File: src/common/mcr_pkg.sv
// constants for the monitor configuration register block
// ****************************************************************************
// ****************************************************************************
package mcr_pkg;

   // ************************************************************************
   // register offsets
   // ************************************************************************
   localparam logic [7:0] INTR_CLEAR_ADDR   = 8'h46;
   localparam logic [7:0] VID_FAN_DIV_ADDR  = 8'h47;
   localparam logic [7:0] BUS_ADDRESS_ADDR  = 8'h48;
   localparam logic [7:0] VID_HIGH_ADDR     = 8'h49;
   localparam logic [7:0] TEMP_CONFIG_ADDR  = 8'h4b;

   // ************************************************************************
   // field positions
   // ************************************************************************
   localparam int INTR_CLEAR_BIT  = 7;
   localparam int FAN1_DIV_LSB    = 4;
   localparam int FAN2_DIV_LSB    = 6;
   localparam int TEMP_NINTH_BIT  = 7;

   // ************************************************************************
   // reset values
   // ************************************************************************
   localparam logic [7:0] INTR_CLEAR_RESET  = 8'h00;
   localparam logic [3:0] FAN_DIV_RESET     = 4'h0;
   localparam logic [5:0] BUS_ADDR_PATTERN  = 6'b001011;
   localparam logic [6:0] VID_HIGH_RESET    = 7'b1000000;
   localparam logic [1:0] TEMP_MODE_RESET   = 2'b01;
   localparam logic [4:0] TEMP_RSV_RESET    = 5'h00;

   // ************************************************************************
   // temperature interrupt mode codes
   // ************************************************************************
   localparam logic [1:0] MODE_ONE_TIME     = 2'b01;
   localparam logic [1:0] MODE_COMPARATOR   = 2'b10;

   // ************************************************************************
   // timing
   // ************************************************************************
   localparam int CLK_KHZ            = 125000;
   localparam int CLEAR_PULSE_MS     = 20;
   localparam int CLEAR_PULSE_CYCLES = CLEAR_PULSE_MS * CLK_KHZ;
   localparam int PULSE_CNT_W        = 22;
   localparam int FAN_CNT_W          = 8;
   localparam logic [FAN_CNT_W-1:0] FAN_CNT_MAX = 8'hff;

   // one-time mode tracking
   typedef enum logic {
      OT_WAIT_HIGH,
      OT_WAIT_LOW
   } mcr_otime_type;

endpackage

File: src/rtl/mcr_fan_counter.sv
// fan tachometer period counter with a divisor on the count clock
`timescale 1ns/1ps
module mcr_fan_counter (
   // clock and reset
   input  wire logic                         i_clk,
   input  wire logic                         i_reset,
   // tachometer and divisor
   input  wire logic                         i_tach,
   input  wire logic [1:0]                   i_divisor,
   // reading
   output logic [mcr_pkg::FAN_CNT_W-1:0]     o_count
);

   typedef struct packed {
      logic [7:0]                     presc;
      logic [mcr_pkg::FAN_CNT_W-1:0]  cnt;
      logic                           tach_prev;
      logic [mcr_pkg::FAN_CNT_W-1:0]  reading;
   } mcr_fan_state_type;

   mcr_fan_state_type state;
   mcr_fan_state_type next_state;
   logic [7:0]        presc_last;

   // divide by 1, 2, 4 or 8 on the count clock
   assign presc_last = 8'(({7'h00, 1'b1} << i_divisor) - 8'h01);

   // count scaled ticks between rising tach edges, saturate on stalled fan
   always_comb begin
      next_state           = state;
      next_state.tach_prev = i_tach;
      if (i_tach && !state.tach_prev) begin
         next_state.reading = state.cnt;
         next_state.cnt     = '0;
         next_state.presc   = '0;
      end else if (state.presc >= presc_last) begin
         next_state.presc = '0;
         if (state.cnt != mcr_pkg::FAN_CNT_MAX) begin
            next_state.cnt = state.cnt + 1'b1;
         end
      end else begin
         next_state.presc = state.presc + 8'h01;
      end
   end

   always_ff @(posedge i_clk) begin
      if (i_reset) begin
         state <= '0;
      end else begin
         state <= next_state;
      end
   end

   assign o_count = state.reading;

endmodule

File: src/rtl/mcr_monitor_config_registers.sv
// configuration and status registers of the system monitor
`timescale 1ns/1ps
module mcr_monitor_config_registers #(
   parameter int CLEAR_PULSE_CYCLES = mcr_pkg::CLEAR_PULSE_CYCLES
) (
   // clock and reset
   input  wire logic                          i_clk,
   input  wire logic                          i_reset,
   // register port from the serial engine
   input  wire logic [7:0]                    i_reg_addr,
   input  wire logic [7:0]                    i_reg_wdata,
   input  wire logic                          i_reg_write,
   input  wire logic                          i_reg_read,
   output logic      [7:0]                    o_reg_rdata,
   output logic      [7:0]                    o_serial_address,
   // address select straps
   input  wire logic                          i_addr_select_high,
   input  wire logic                          i_addr_select_low,
   // voltage id pins
   input  wire logic [3:0]                    i_voltage_id_inputs,
   input  wire logic                          i_voltage_id_fifth_input,
   // intrusion pin, open drain
   output logic                               o_intrusion_pin_out,
   output logic                               o_intrusion_pin_oe,
   // fan tachometers and readings
   input  wire logic                          i_fan1_tach,
   input  wire logic                          i_fan2_tach,
   output logic      [mcr_pkg::FAN_CNT_W-1:0] o_fan1_count,
   output logic      [mcr_pkg::FAN_CNT_W-1:0] o_fan2_count,
   // temperature path
   input  wire logic [8:0]                    i_temp_value,
   input  wire logic                          i_conv_done,
   input  wire logic [7:0]                    i_hot_limit,
   input  wire logic [7:0]                    i_hyst_limit,
   input  wire logic                          i_status_read,
   output logic                               o_temp_alert
);

   // ************************************************************************
   // state
   // ************************************************************************
   typedef struct packed {
      logic                   intr_clear;
      logic [6:0]             intr_rsv;
      logic [3:0]             fan_div;
      logic [7:0]             bus_addr;
      logic [6:0]             vid_high_rsv;
      logic [1:0]             temp_mode;
      logic [4:0]             temp_rsv;
      logic [7:0]             rdata;
      logic                   temp_error;
      logic                   hot_active;
      mcr_pkg::mcr_otime_type otime;
      logic                   clear_start;
      logic                   pin_out;
   } mcr_state_type;

   mcr_state_type state;
   mcr_state_type next_state;

   logic pulse_active;
   logic pulse_done;
   logic wr_intr;
   logic wr_vid;
   logic wr_bus;
   logic wr_vidh;
   logic wr_temp;
   logic above_hot;
   logic below_hyst;
   logic below_hot;
   logic set_flag;
   logic clr_flag;

   // ************************************************************************
   // write decode
   // ************************************************************************
   assign wr_intr = i_reg_write && (i_reg_addr == mcr_pkg::INTR_CLEAR_ADDR);
   assign wr_vid  = i_reg_write && (i_reg_addr == mcr_pkg::VID_FAN_DIV_ADDR);
   assign wr_bus  = i_reg_write && (i_reg_addr == mcr_pkg::BUS_ADDRESS_ADDR);
   assign wr_vidh = i_reg_write && (i_reg_addr == mcr_pkg::VID_HIGH_ADDR);
   assign wr_temp = i_reg_write && (i_reg_addr == mcr_pkg::TEMP_CONFIG_ADDR);

   // ************************************************************************
   // temperature compares, signed on the upper eight result bits
   // ************************************************************************
   assign above_hot  = $signed(i_temp_value[8:1]) > $signed(i_hot_limit);
   assign below_hot  = $signed(i_temp_value[8:1]) < $signed(i_hot_limit);
   assign below_hyst = $signed(i_temp_value[8:1]) < $signed(i_hyst_limit);

   // set and clear terms of the temperature flag per mode
   always_comb begin
      set_flag = 1'b0;
      clr_flag = i_status_read;
      case (state.temp_mode)
         mcr_pkg::MODE_ONE_TIME: begin
            if (i_conv_done) begin
               if (state.otime == mcr_pkg::OT_WAIT_HIGH) begin
                  set_flag = above_hot;
               end else begin
                  set_flag = below_hyst;
               end
            end
         end
         mcr_pkg::MODE_COMPARATOR: begin
            set_flag = i_conv_done && above_hot;
            clr_flag = i_status_read || (i_conv_done && below_hot);
         end
         default: begin
            // modes 00 and 11 share the default behaviour
            set_flag = i_conv_done && (above_hot || (state.hot_active && !below_hyst));
         end
      endcase
   end

   // ************************************************************************
   // next state
   // ************************************************************************
   always_comb begin
      next_state             = state;
      next_state.clear_start = 1'b0;
      next_state.pin_out     = 1'b0;

      // intrusion clear: bit 7 holds until the pulse has been output
      if (wr_intr) begin
         next_state.intr_rsv = i_reg_wdata[6:0];
         if (i_reg_wdata[mcr_pkg::INTR_CLEAR_BIT] && !state.intr_clear) begin
            next_state.intr_clear  = 1'b1;
            next_state.clear_start = 1'b1;
         end
      end
      if (pulse_done) begin
         next_state.intr_clear = 1'b0;
      end

      // divisors, bus address, temperature mode and reserved fields
      if (wr_vid) begin
         next_state.fan_div = i_reg_wdata[7:4];
      end
      if (wr_bus) begin
         next_state.bus_addr = i_reg_wdata;
      end
      if (wr_vidh) begin
         next_state.vid_high_rsv = i_reg_wdata[7:1];
      end
      if (wr_temp) begin
         next_state.temp_mode = i_reg_wdata[1:0];
         next_state.temp_rsv  = i_reg_wdata[6:2];
      end

      // hysteresis tracking for default mode
      if (i_conv_done) begin
         if (above_hot) begin
            next_state.hot_active = 1'b1;
         end else if (below_hyst) begin
            next_state.hot_active = 1'b0;
         end
      end

      // one-time mode armed direction flips on each flagged crossing
      if ((state.temp_mode == mcr_pkg::MODE_ONE_TIME) && set_flag) begin
         if (state.otime == mcr_pkg::OT_WAIT_HIGH) begin
            next_state.otime = mcr_pkg::OT_WAIT_LOW;
         end else begin
            next_state.otime = mcr_pkg::OT_WAIT_HIGH;
         end
      end

      // set wins over a clear in the same cycle
      if (set_flag) begin
         next_state.temp_error = 1'b1;
      end else if (clr_flag) begin
         next_state.temp_error = 1'b0;
      end

      // read data, pins sampled at the read
      next_state.rdata = 8'h00;
      if (i_reg_read) begin
         case (i_reg_addr)
            mcr_pkg::INTR_CLEAR_ADDR: begin
               next_state.rdata = {state.intr_clear, state.intr_rsv};
            end
            mcr_pkg::VID_FAN_DIV_ADDR: begin
               next_state.rdata = {state.fan_div, i_voltage_id_inputs};
            end
            mcr_pkg::BUS_ADDRESS_ADDR: begin
               next_state.rdata = state.bus_addr;
            end
            mcr_pkg::VID_HIGH_ADDR: begin
               next_state.rdata = {state.vid_high_rsv, i_voltage_id_fifth_input};
            end
            mcr_pkg::TEMP_CONFIG_ADDR: begin
               next_state.rdata = {i_temp_value[0], state.temp_rsv, state.temp_mode};
            end
            default: begin
               next_state.rdata = 8'h00;
            end
         endcase
      end
   end

   // ************************************************************************
   // registers; reset loads the address straps
   // ************************************************************************
   always_ff @(posedge i_clk) begin
      if (i_reset) begin
         state              <= '0;
         state.intr_clear   <= mcr_pkg::INTR_CLEAR_RESET[mcr_pkg::INTR_CLEAR_BIT];
         state.intr_rsv     <= mcr_pkg::INTR_CLEAR_RESET[6:0];
         state.fan_div      <= mcr_pkg::FAN_DIV_RESET;
         state.bus_addr     <= {mcr_pkg::BUS_ADDR_PATTERN, i_addr_select_high, i_addr_select_low};
         state.vid_high_rsv <= mcr_pkg::VID_HIGH_RESET;
         state.temp_mode    <= mcr_pkg::TEMP_MODE_RESET;
         state.temp_rsv     <= mcr_pkg::TEMP_RSV_RESET;
         state.otime        <= mcr_pkg::OT_WAIT_HIGH;
      end else begin
         state <= next_state;
      end
   end

   // ************************************************************************
   // intrusion pulse and fan counters
   // ************************************************************************
   mcr_pulse_timer #(
      .PULSE_CYCLES (CLEAR_PULSE_CYCLES)
   ) u_pulse (
      .i_clk    (i_clk),
      .i_reset  (i_reset),
      .i_start  (state.clear_start),
      .o_active (pulse_active),
      .o_done   (pulse_done)
   );

   // one counter per fan, each with its own divisor field
   mcr_fan_counter u_fan1 (
      .i_clk     (i_clk),
      .i_reset   (i_reset),
      .i_tach    (i_fan1_tach),
      .i_divisor (state.fan_div[1:0]),
      .o_count   (o_fan1_count)
   );

   mcr_fan_counter u_fan2 (
      .i_clk     (i_clk),
      .i_reset   (i_reset),
      .i_tach    (i_fan2_tach),
      .i_divisor (state.fan_div[3:2]),
      .o_count   (o_fan2_count)
   );

   // ************************************************************************
   // outputs
   // ************************************************************************
   assign o_reg_rdata         = state.rdata;
   assign o_serial_address    = state.bus_addr;
   assign o_intrusion_pin_out = state.pin_out; // open drain, only ever pulls low
   assign o_intrusion_pin_oe  = pulse_active;
   assign o_temp_alert        = state.temp_error;

endmodule

File: src/rtl/mcr_pulse_timer.sv
// one-shot low pulse timer for the intrusion clear
`timescale 1ns/1ps
module mcr_pulse_timer #(
   parameter int PULSE_CYCLES = mcr_pkg::CLEAR_PULSE_CYCLES
) (
   // clock and reset
   input  wire logic i_clk,
   input  wire logic i_reset,
   // control
   input  wire logic i_start,
   output logic      o_active,
   output logic      o_done
);

   localparam logic [mcr_pkg::PULSE_CNT_W-1:0] LAST = mcr_pkg::PULSE_CNT_W'(PULSE_CYCLES - 1);

   typedef struct packed {
      logic                           active;
      logic                           done;
      logic [mcr_pkg::PULSE_CNT_W-1:0] cnt;
   } mcr_pulse_state_type;

   mcr_pulse_state_type state;
   mcr_pulse_state_type next_state;

   // full count of cycles before release, so the pulse never runs short
   always_comb begin
      next_state      = state;
      next_state.done = 1'b0;
      if (state.active) begin
         if (state.cnt == LAST) begin
            next_state.active = 1'b0;
            next_state.done   = 1'b1;
            next_state.cnt    = '0;
         end else begin
            next_state.cnt = state.cnt + 1'b1;
         end
      end else if (i_start) begin
         next_state.active = 1'b1;
         next_state.cnt    = '0;
      end
   end

   always_ff @(posedge i_clk) begin
      if (i_reset) begin
         state <= '0;
      end else begin
         state <= next_state;
      end
   end

   assign o_active = state.active;
   assign o_done   = state.done;

endmodule
File: config.mk
export PLATFORM = sky130hd
export DESIGN_NAME = mcr_monitor_config_registers
export DESIGN_NICKNAME = d
export VERILOG_FILES = /design/src/common/mcr_pkg.sv /design/src/rtl/mcr_fan_counter.sv /design/src/rtl/mcr_monitor_config_registers.sv /design/src/rtl/mcr_pulse_timer.sv
export SDC_FILE = /design/constraint.sdc
export NUM_CORES = 1
export LEC_CHECK = 0
export ABC_CLOCK_PERIOD_IN_PS = 3200
export BUFFER_PORTS_ARGS = -buffer_cell sky130_fd_sc_hd__buf_2
export CORE_ASPECT_RATIO = 0.8
export CORE_UTILIZATION = 35
export CTS_CLUSTER_DIAMETER = 50
export DETAILED_ROUTE_END_ITERATION = 16
export PLACE_DENSITY_LB_ADDON = 0.12
export SKIP_CTS_REPAIR_TIMING = 1
export SYNTH_ARGS = -nofsm -noshare
export SYNTH_HDL_FRONTEND = slang
export SYNTH_SLANG_ARGS = --single-unit
File: constraint.sdc
create_clock -name i_clk -period 3.2 [get_ports i_clk]
set_input_delay 0.64 -clock i_clk [delete_from_list [all_inputs] [get_ports i_clk]]
set_output_delay 0.64 -clock i_clk [all_outputs]
set_load 0.02 [all_outputs]
Word-level counts from Yosys, hierarchy flattened
Index checks and enable logic that the tools add are counted.
Word-level totals
  register bits after elaboration: 121
  input bits: 56
  output and inout port bits: 35
  logic and storage cells: 112
Operators by class
  add/sub/neg operators: 7
  magnitude comparators: 5
  equality and inequality tests: 10
  shifts and indexed selects: 2
  multiplexer cells: 25
  bitwise logic cells: 3
  reduce and logical (&&, ||, !) cells: 35
Operator list (count)
  22-bit two-way mux: 3
  8-bit by 7-bit equality test with 1-bit output (second input constant): 5
  8-bit case mux with 5 select lines: 1
  8-bit by 1-bit adder with 8-bit output (second input constant): 4
  29-bit two-way mux: 1
  22-bit by 1-bit adder with 22-bit output (second input constant): 1
  22-bit equality test (second input constant): 1
  8-bit >= comparator: 2
  8-bit less-than comparator: 2
  8-bit != test (second input constant): 2
  1-bit by 2-bit left shift with 8-bit output (first input constant): 2
  8-bit by 1-bit subtractor with 8-bit output (second input constant): 2
  1-bit two-way mux: 14
  7-bit two-way mux: 2
  1-bit logical AND: 13
  2-bit OR reduction: 6
  8-bit > comparator: 1
  8-bit two-way mux: 1
  2-bit AND reduction: 4
  2-bit nonzero test: 4
  3-bit OR reduction: 2
  1-bit logical NOT: 4
  2-bit two-way mux: 2
  1-bit inverter: 3
  other kinds (4): 5

Longest topological paths before layout
  depth after elaboration: 9
  mapped depth: 11
  depth with buffers taken out: 11

By module
A second synthesis with hierarchy kept.
Unflattened totals
  cell total of the unflattened synthesis: 710
  area, all modules: 6037.0 sq um
Modules (own cells, without submodules)
  mcr_monitor_config_registers: times used 1, cells each 287, area each 2484.9 sq um, seq. area each 940.9 sq um
  mcr_fan_counter: times used 2, cells each 132, area each 1127.3 sq um, seq. area each 500.5 sq um
  mcr_pulse_timer: times used 1, cells each 159, area each 1297.5 sq um, seq. area each 480.5 sq um

Least setup slack after synthesis
OpenSTA, ideal clock, no wires.
  path kind: register to register
  from: register state[35] in the netlist's numbering
  to: register u_fan1.state[14] in the netlist's numbering
  library setup time: 0.116 ns
  arrival time: 2.111 ns
  required time: 3.084 ns
  slack: 0.973 ns
  cell stages (with the launch flop): 10
  path buffers: 0
  period minus slack after synthesis: 2.227 ns
  cell sequence: dfxtp_1 or2_2 ha_1 ha_1 nand2_1 o21ai_0 a21oi_1 nor3_2 a31oi_1 a41o_1
Between the ends
  cells in the longest elaborated chain, start to end: 4
Ends and longest elaborated chain
  start, declared: RTL line mcr_monitor_config_registers.sv:58  | mcr_state_type state;
  start signal, assigned: RTL line mcr_monitor_config_registers.sv:216  | state <= next_state;
  1-bit by 2-bit left shift with 8-bit output: RTL line mcr_fan_counter.sv:26  | assign presc_last = 8'(({7'h00, 1'b1} << i_divisor) - 8'h01);
  8-bit by 1-bit subtractor with 8-bit output: RTL line mcr_fan_counter.sv:26
  8-bit >= comparator: RTL line mcr_fan_counter.sv:36  | end else if (state.presc >= presc_last) begin
  2-bit AND reduction (no source line)
  end signal, assigned: RTL line mcr_fan_counter.sv:50  | state <= next_state;
  end, declared: RTL line mcr_fan_counter.sv:21  | mcr_fan_state_type state;
No other way between the ends.
A chain may end at the register's enable or synchronous reset.

Worst setup path after layout
Same ends and word-level chain as after synthesis.

==> reports/results.tsv <==
stage	metric	value	unit
critical_path	slowest_stage	nor3_2	
timing	fin_setup_tns	0	ns
timing	hold_viol_final	0	
floorplan	core-area	16700	um2
detailed_routing	drtIter0Drc	372	
synthesis	yosysTopAreaCell	dfxtp_1	
timing	period_share	77.6	%
synthesis	netlist_instances	720	
pwr	leakagePower	2.82	nW
critical_path	cp.required	3.52	ns
pwr	power_density	539	nW/um2
run	cap_viol_max_count	0	
timing	period_minus_slack	2.48	ns
clock_network	h-tree-depth	4	
global_route	antenna_found_initial	0	
critical_path	worstRegToRegCells	9	
floorplan	io_pins	91	
timing	timing.fmax	0.403	GHz
synthesis	syn-cell-area	6060	um2
layout	fin_area	7120	um2
clock_network	cts_sinks	120	
critical_path	r2r-end	u_fan1.state[14]	
layout	multi_input_area	3160	um2
timing	holdWs	0.438	ns
floorplan	die_area	17800	um2
global_route	grt_max_degree	38	
detailed_routing	final_antenna_net_count	0	
global_route	grt_pass1_vias	4846	
timing	slew_headroom	56.4	%
clock_network	clockBufferDepth	2	
global_route	grt_util_all_layers	17.3	%
run_status	status	complete, no violations	
synthesis	async_flop_share	0	%
timing	fin_skew	0.00784	ns
detailed_routing	via_count	5223	
floorplan	die_x	149	um
floorplan	start_util	36.3	%
synthesis	synth-seq-cells	120	
critical_path	critPathBufInv	0	
timing	final_max_slew_viol_count	0	
pwr	ir_drop	0.295	mV
layout	syn_to_final_growth	17.5	%
synthesis	yosysWarningCount	0	
clock_network	cts_tree	yes	
timing	final-setup-viol-count	0	
floorplan	die_h	120	um
critical_path	cp_max_fo	7	
min_path	holdPathStages	1	
critical_path	regToRegStartpoint	state[35]	
layout	regArea	2420	um2
synthesis	synth_edf_count	2	
detailed_routing	wl_per_cell	14.8	um
detailed_routing	viasPerCell	5.16	
synthesis	ys.flop_type	dfxtp_1	
synthesis	yosys-top-cells-count	dfxtp_1, nand2_1, a21oi_1	
layout	nets	870	
detailed_routing	routed_wl	15000	um
layout	nFillCells	1673	
layout	antennaDiodeCount	0	
critical_path	ff2ff_setup_slack	0.72	ns
layout	fin_cells	1013	
critical_path	endpoint_kind	flop	
critical_path	startpoint_type	flop	
timing	max_slew.worst_pin.slew	0.655	ns
synthesis	yosysUniqueCellTypes	64	
layout	drive_gt1_share	19.2	%
placement	place_congestion	0.839	
placement	hpwl	11000	um
synthesis	yosysMostFrequentCell	dfxtp_1	
critical_path	cpPeakStageDelay	0.41	ns
global_route	grt-ovfl-total	0	
timing	rsz0062_at_grt	false	
synthesis	yosysSeqAreaShare	40.0	%
placement	port_buffers	89	
floorplan	core.rowCount	42	
detailed_routing	firstDrtPassIters	5	
global_route	grt_pass1_wl	24200	um
placement	dp_cells	981	
pwr	total_power	3.84	mW
min_path	hold_end	state[46]	
synthesis	synth.top_cell.area_share	39.0	%
critical_path	path_class	flop to flop	
synthesis	netlist_top_cells_area	dfxtp_1, ha_1, nand2_1	
placement	placed_area	6470	um2
critical_path	worstPathArrival	2.80	ns
min_path	hp-class	flop to flop	
timing	timing.final.ws_setup	0.717	ns
synthesis	synth_area_per_cell	8.42	um2
clock_network	numCtsBuffers	17	
clock_network	cts_root_buf	clkbuf_16	
critical_path	crit_family	simple AND/OR/NAND/NOR gates	
placement	pre_cts_slack	0.712	ns
layout	final_util	42.6	%
clock_network	cts.clk_slew.worst_paths	0.05	ns
critical_path	path_common_cell	ha_1	
detailed_routing	drc_errors	0	
min_path	min_from	u_pulse.o_done	
clock_network	clock_latency	0.42	ns
critical_path	path_cells	or2_2 > ha_1 > ha_1 > nand2_1 > o21ai_0 > a21oi_1 > nor3_2 > a31oi_1 > a41o_1	
==> area by class of cell <==
| type | instances | area share, % |
|---|---|---|
| Multi-Input combinational cell | 516 | 44.3 |
| Sequential cell | 120 | 34.0 |
| Timing Repair Buffer | 98 | 7.20 |
| Clock buffer | 20 | 6.41 |
| Tap cell | 220 | 3.87 |
| Clock inverter | 12 | 2.76 |
| Inverter | 27 | 1.42 |
==> how the worst max path moves through the flow <==
| stage | start | endpoint | slack [ns] | cells after the start |
|---|---|---|---|---|
| after floorplan | state[35] | u_fan1.state[14] | 0.97 | 9 |
| final | state[35] | u_fan1.state[14] | 0.72 | 9 |
| after global placement | state[35] | u_fan1.state[16] | 0.80 | 9 |
| after global routing | state[35] | u_fan1.state[14] | 0.52 | 9 |
| after CTS | state[35] | u_fan1.state[14] | 0.69 | 9 |
| after detailed placement | state[35] | u_fan1.state[14] | 0.71 | 9 |
==> cells in the final DEF (no fill, tap or decap), types with 11 or more instances in the layout <==
| master | Yosys | final |
|---|---|---|
| nand4_1 | 13 | 13 |
| nand2b_1 | 11 | 11 |
| nand3_1 | 46 | 46 |
| o21ai_0 | 12 | 12 |
| nand2_1 | 98 | 98 |
| a31oi_1 | 11 | 11 |
| and3_1 | 18 | 18 |
| dfxtp_1 | 118 | 118 |
| buf_2 | 2 | 89 |
| inv_1 | 27 | 27 |
| ha_1 | 34 | 34 |
| a21oi_1 | 68 | 68 |
| nor2b_1 | 12 | 12 |
| nor2_1 | 48 | 48 |
| o21ai_1 | 28 | 28 |
| clkbuf_16 | 0 | 17 |
| xor2_1 | 13 | 13 |
==> routing by layer <==
metal | track usage [%] | share of wire, %
met2 | 26.7 | 45
met5 | 0 | 0
met4 | 5.48 | 1.1
met1 | 23.4 | 49
met3 | 4.45 | 5.0
==> power by group <==
| group | leakage, nW | internal [mW] | switching, mW |
|---|---|---|---|
| logic | 1.54 | 0.0752 | 0.124 |
| clock network | 0.312 | 1.42 | 0.693 |
| registers | 0.973 | 1.52 | 0.0117 |
==> cell families after synthesis <==
group / after synthesis / synth area share, %
fa+ha+maj: 34 / 7.02
mux: 3 / 0.537
compound gates: 161 / 16.4
simple gates: 291 / 24.7
xor+xnor: 21 / 3.04
flops: 120 / 40.0
other cells: 2 / 0.124
buf+inv: 88 / 8.18
==> flip-flops by register name (all words and copies together), names as in the netlist <==
signal,count
u_fan1.o_count,8
u_fan2.o_count,8
o_serial_address,8
u_fan2.state,17
u_pulse.state,22
o_reg_rdata,8
state,29
u_pulse.o_done,1
o_temp_alert,1
u_pulse.o_active,1
u_fan1.state,17
==> worst reg2reg max path: cells and delay by family, from the launching register on <==
kind	cells	cell delay [ns]
flops	1	0.35
compound gates	4	0.70
fa+ha+maj	2	0.56
simple gates	3	0.77
No activity file was read; power rests on OpenSTA's default activity.
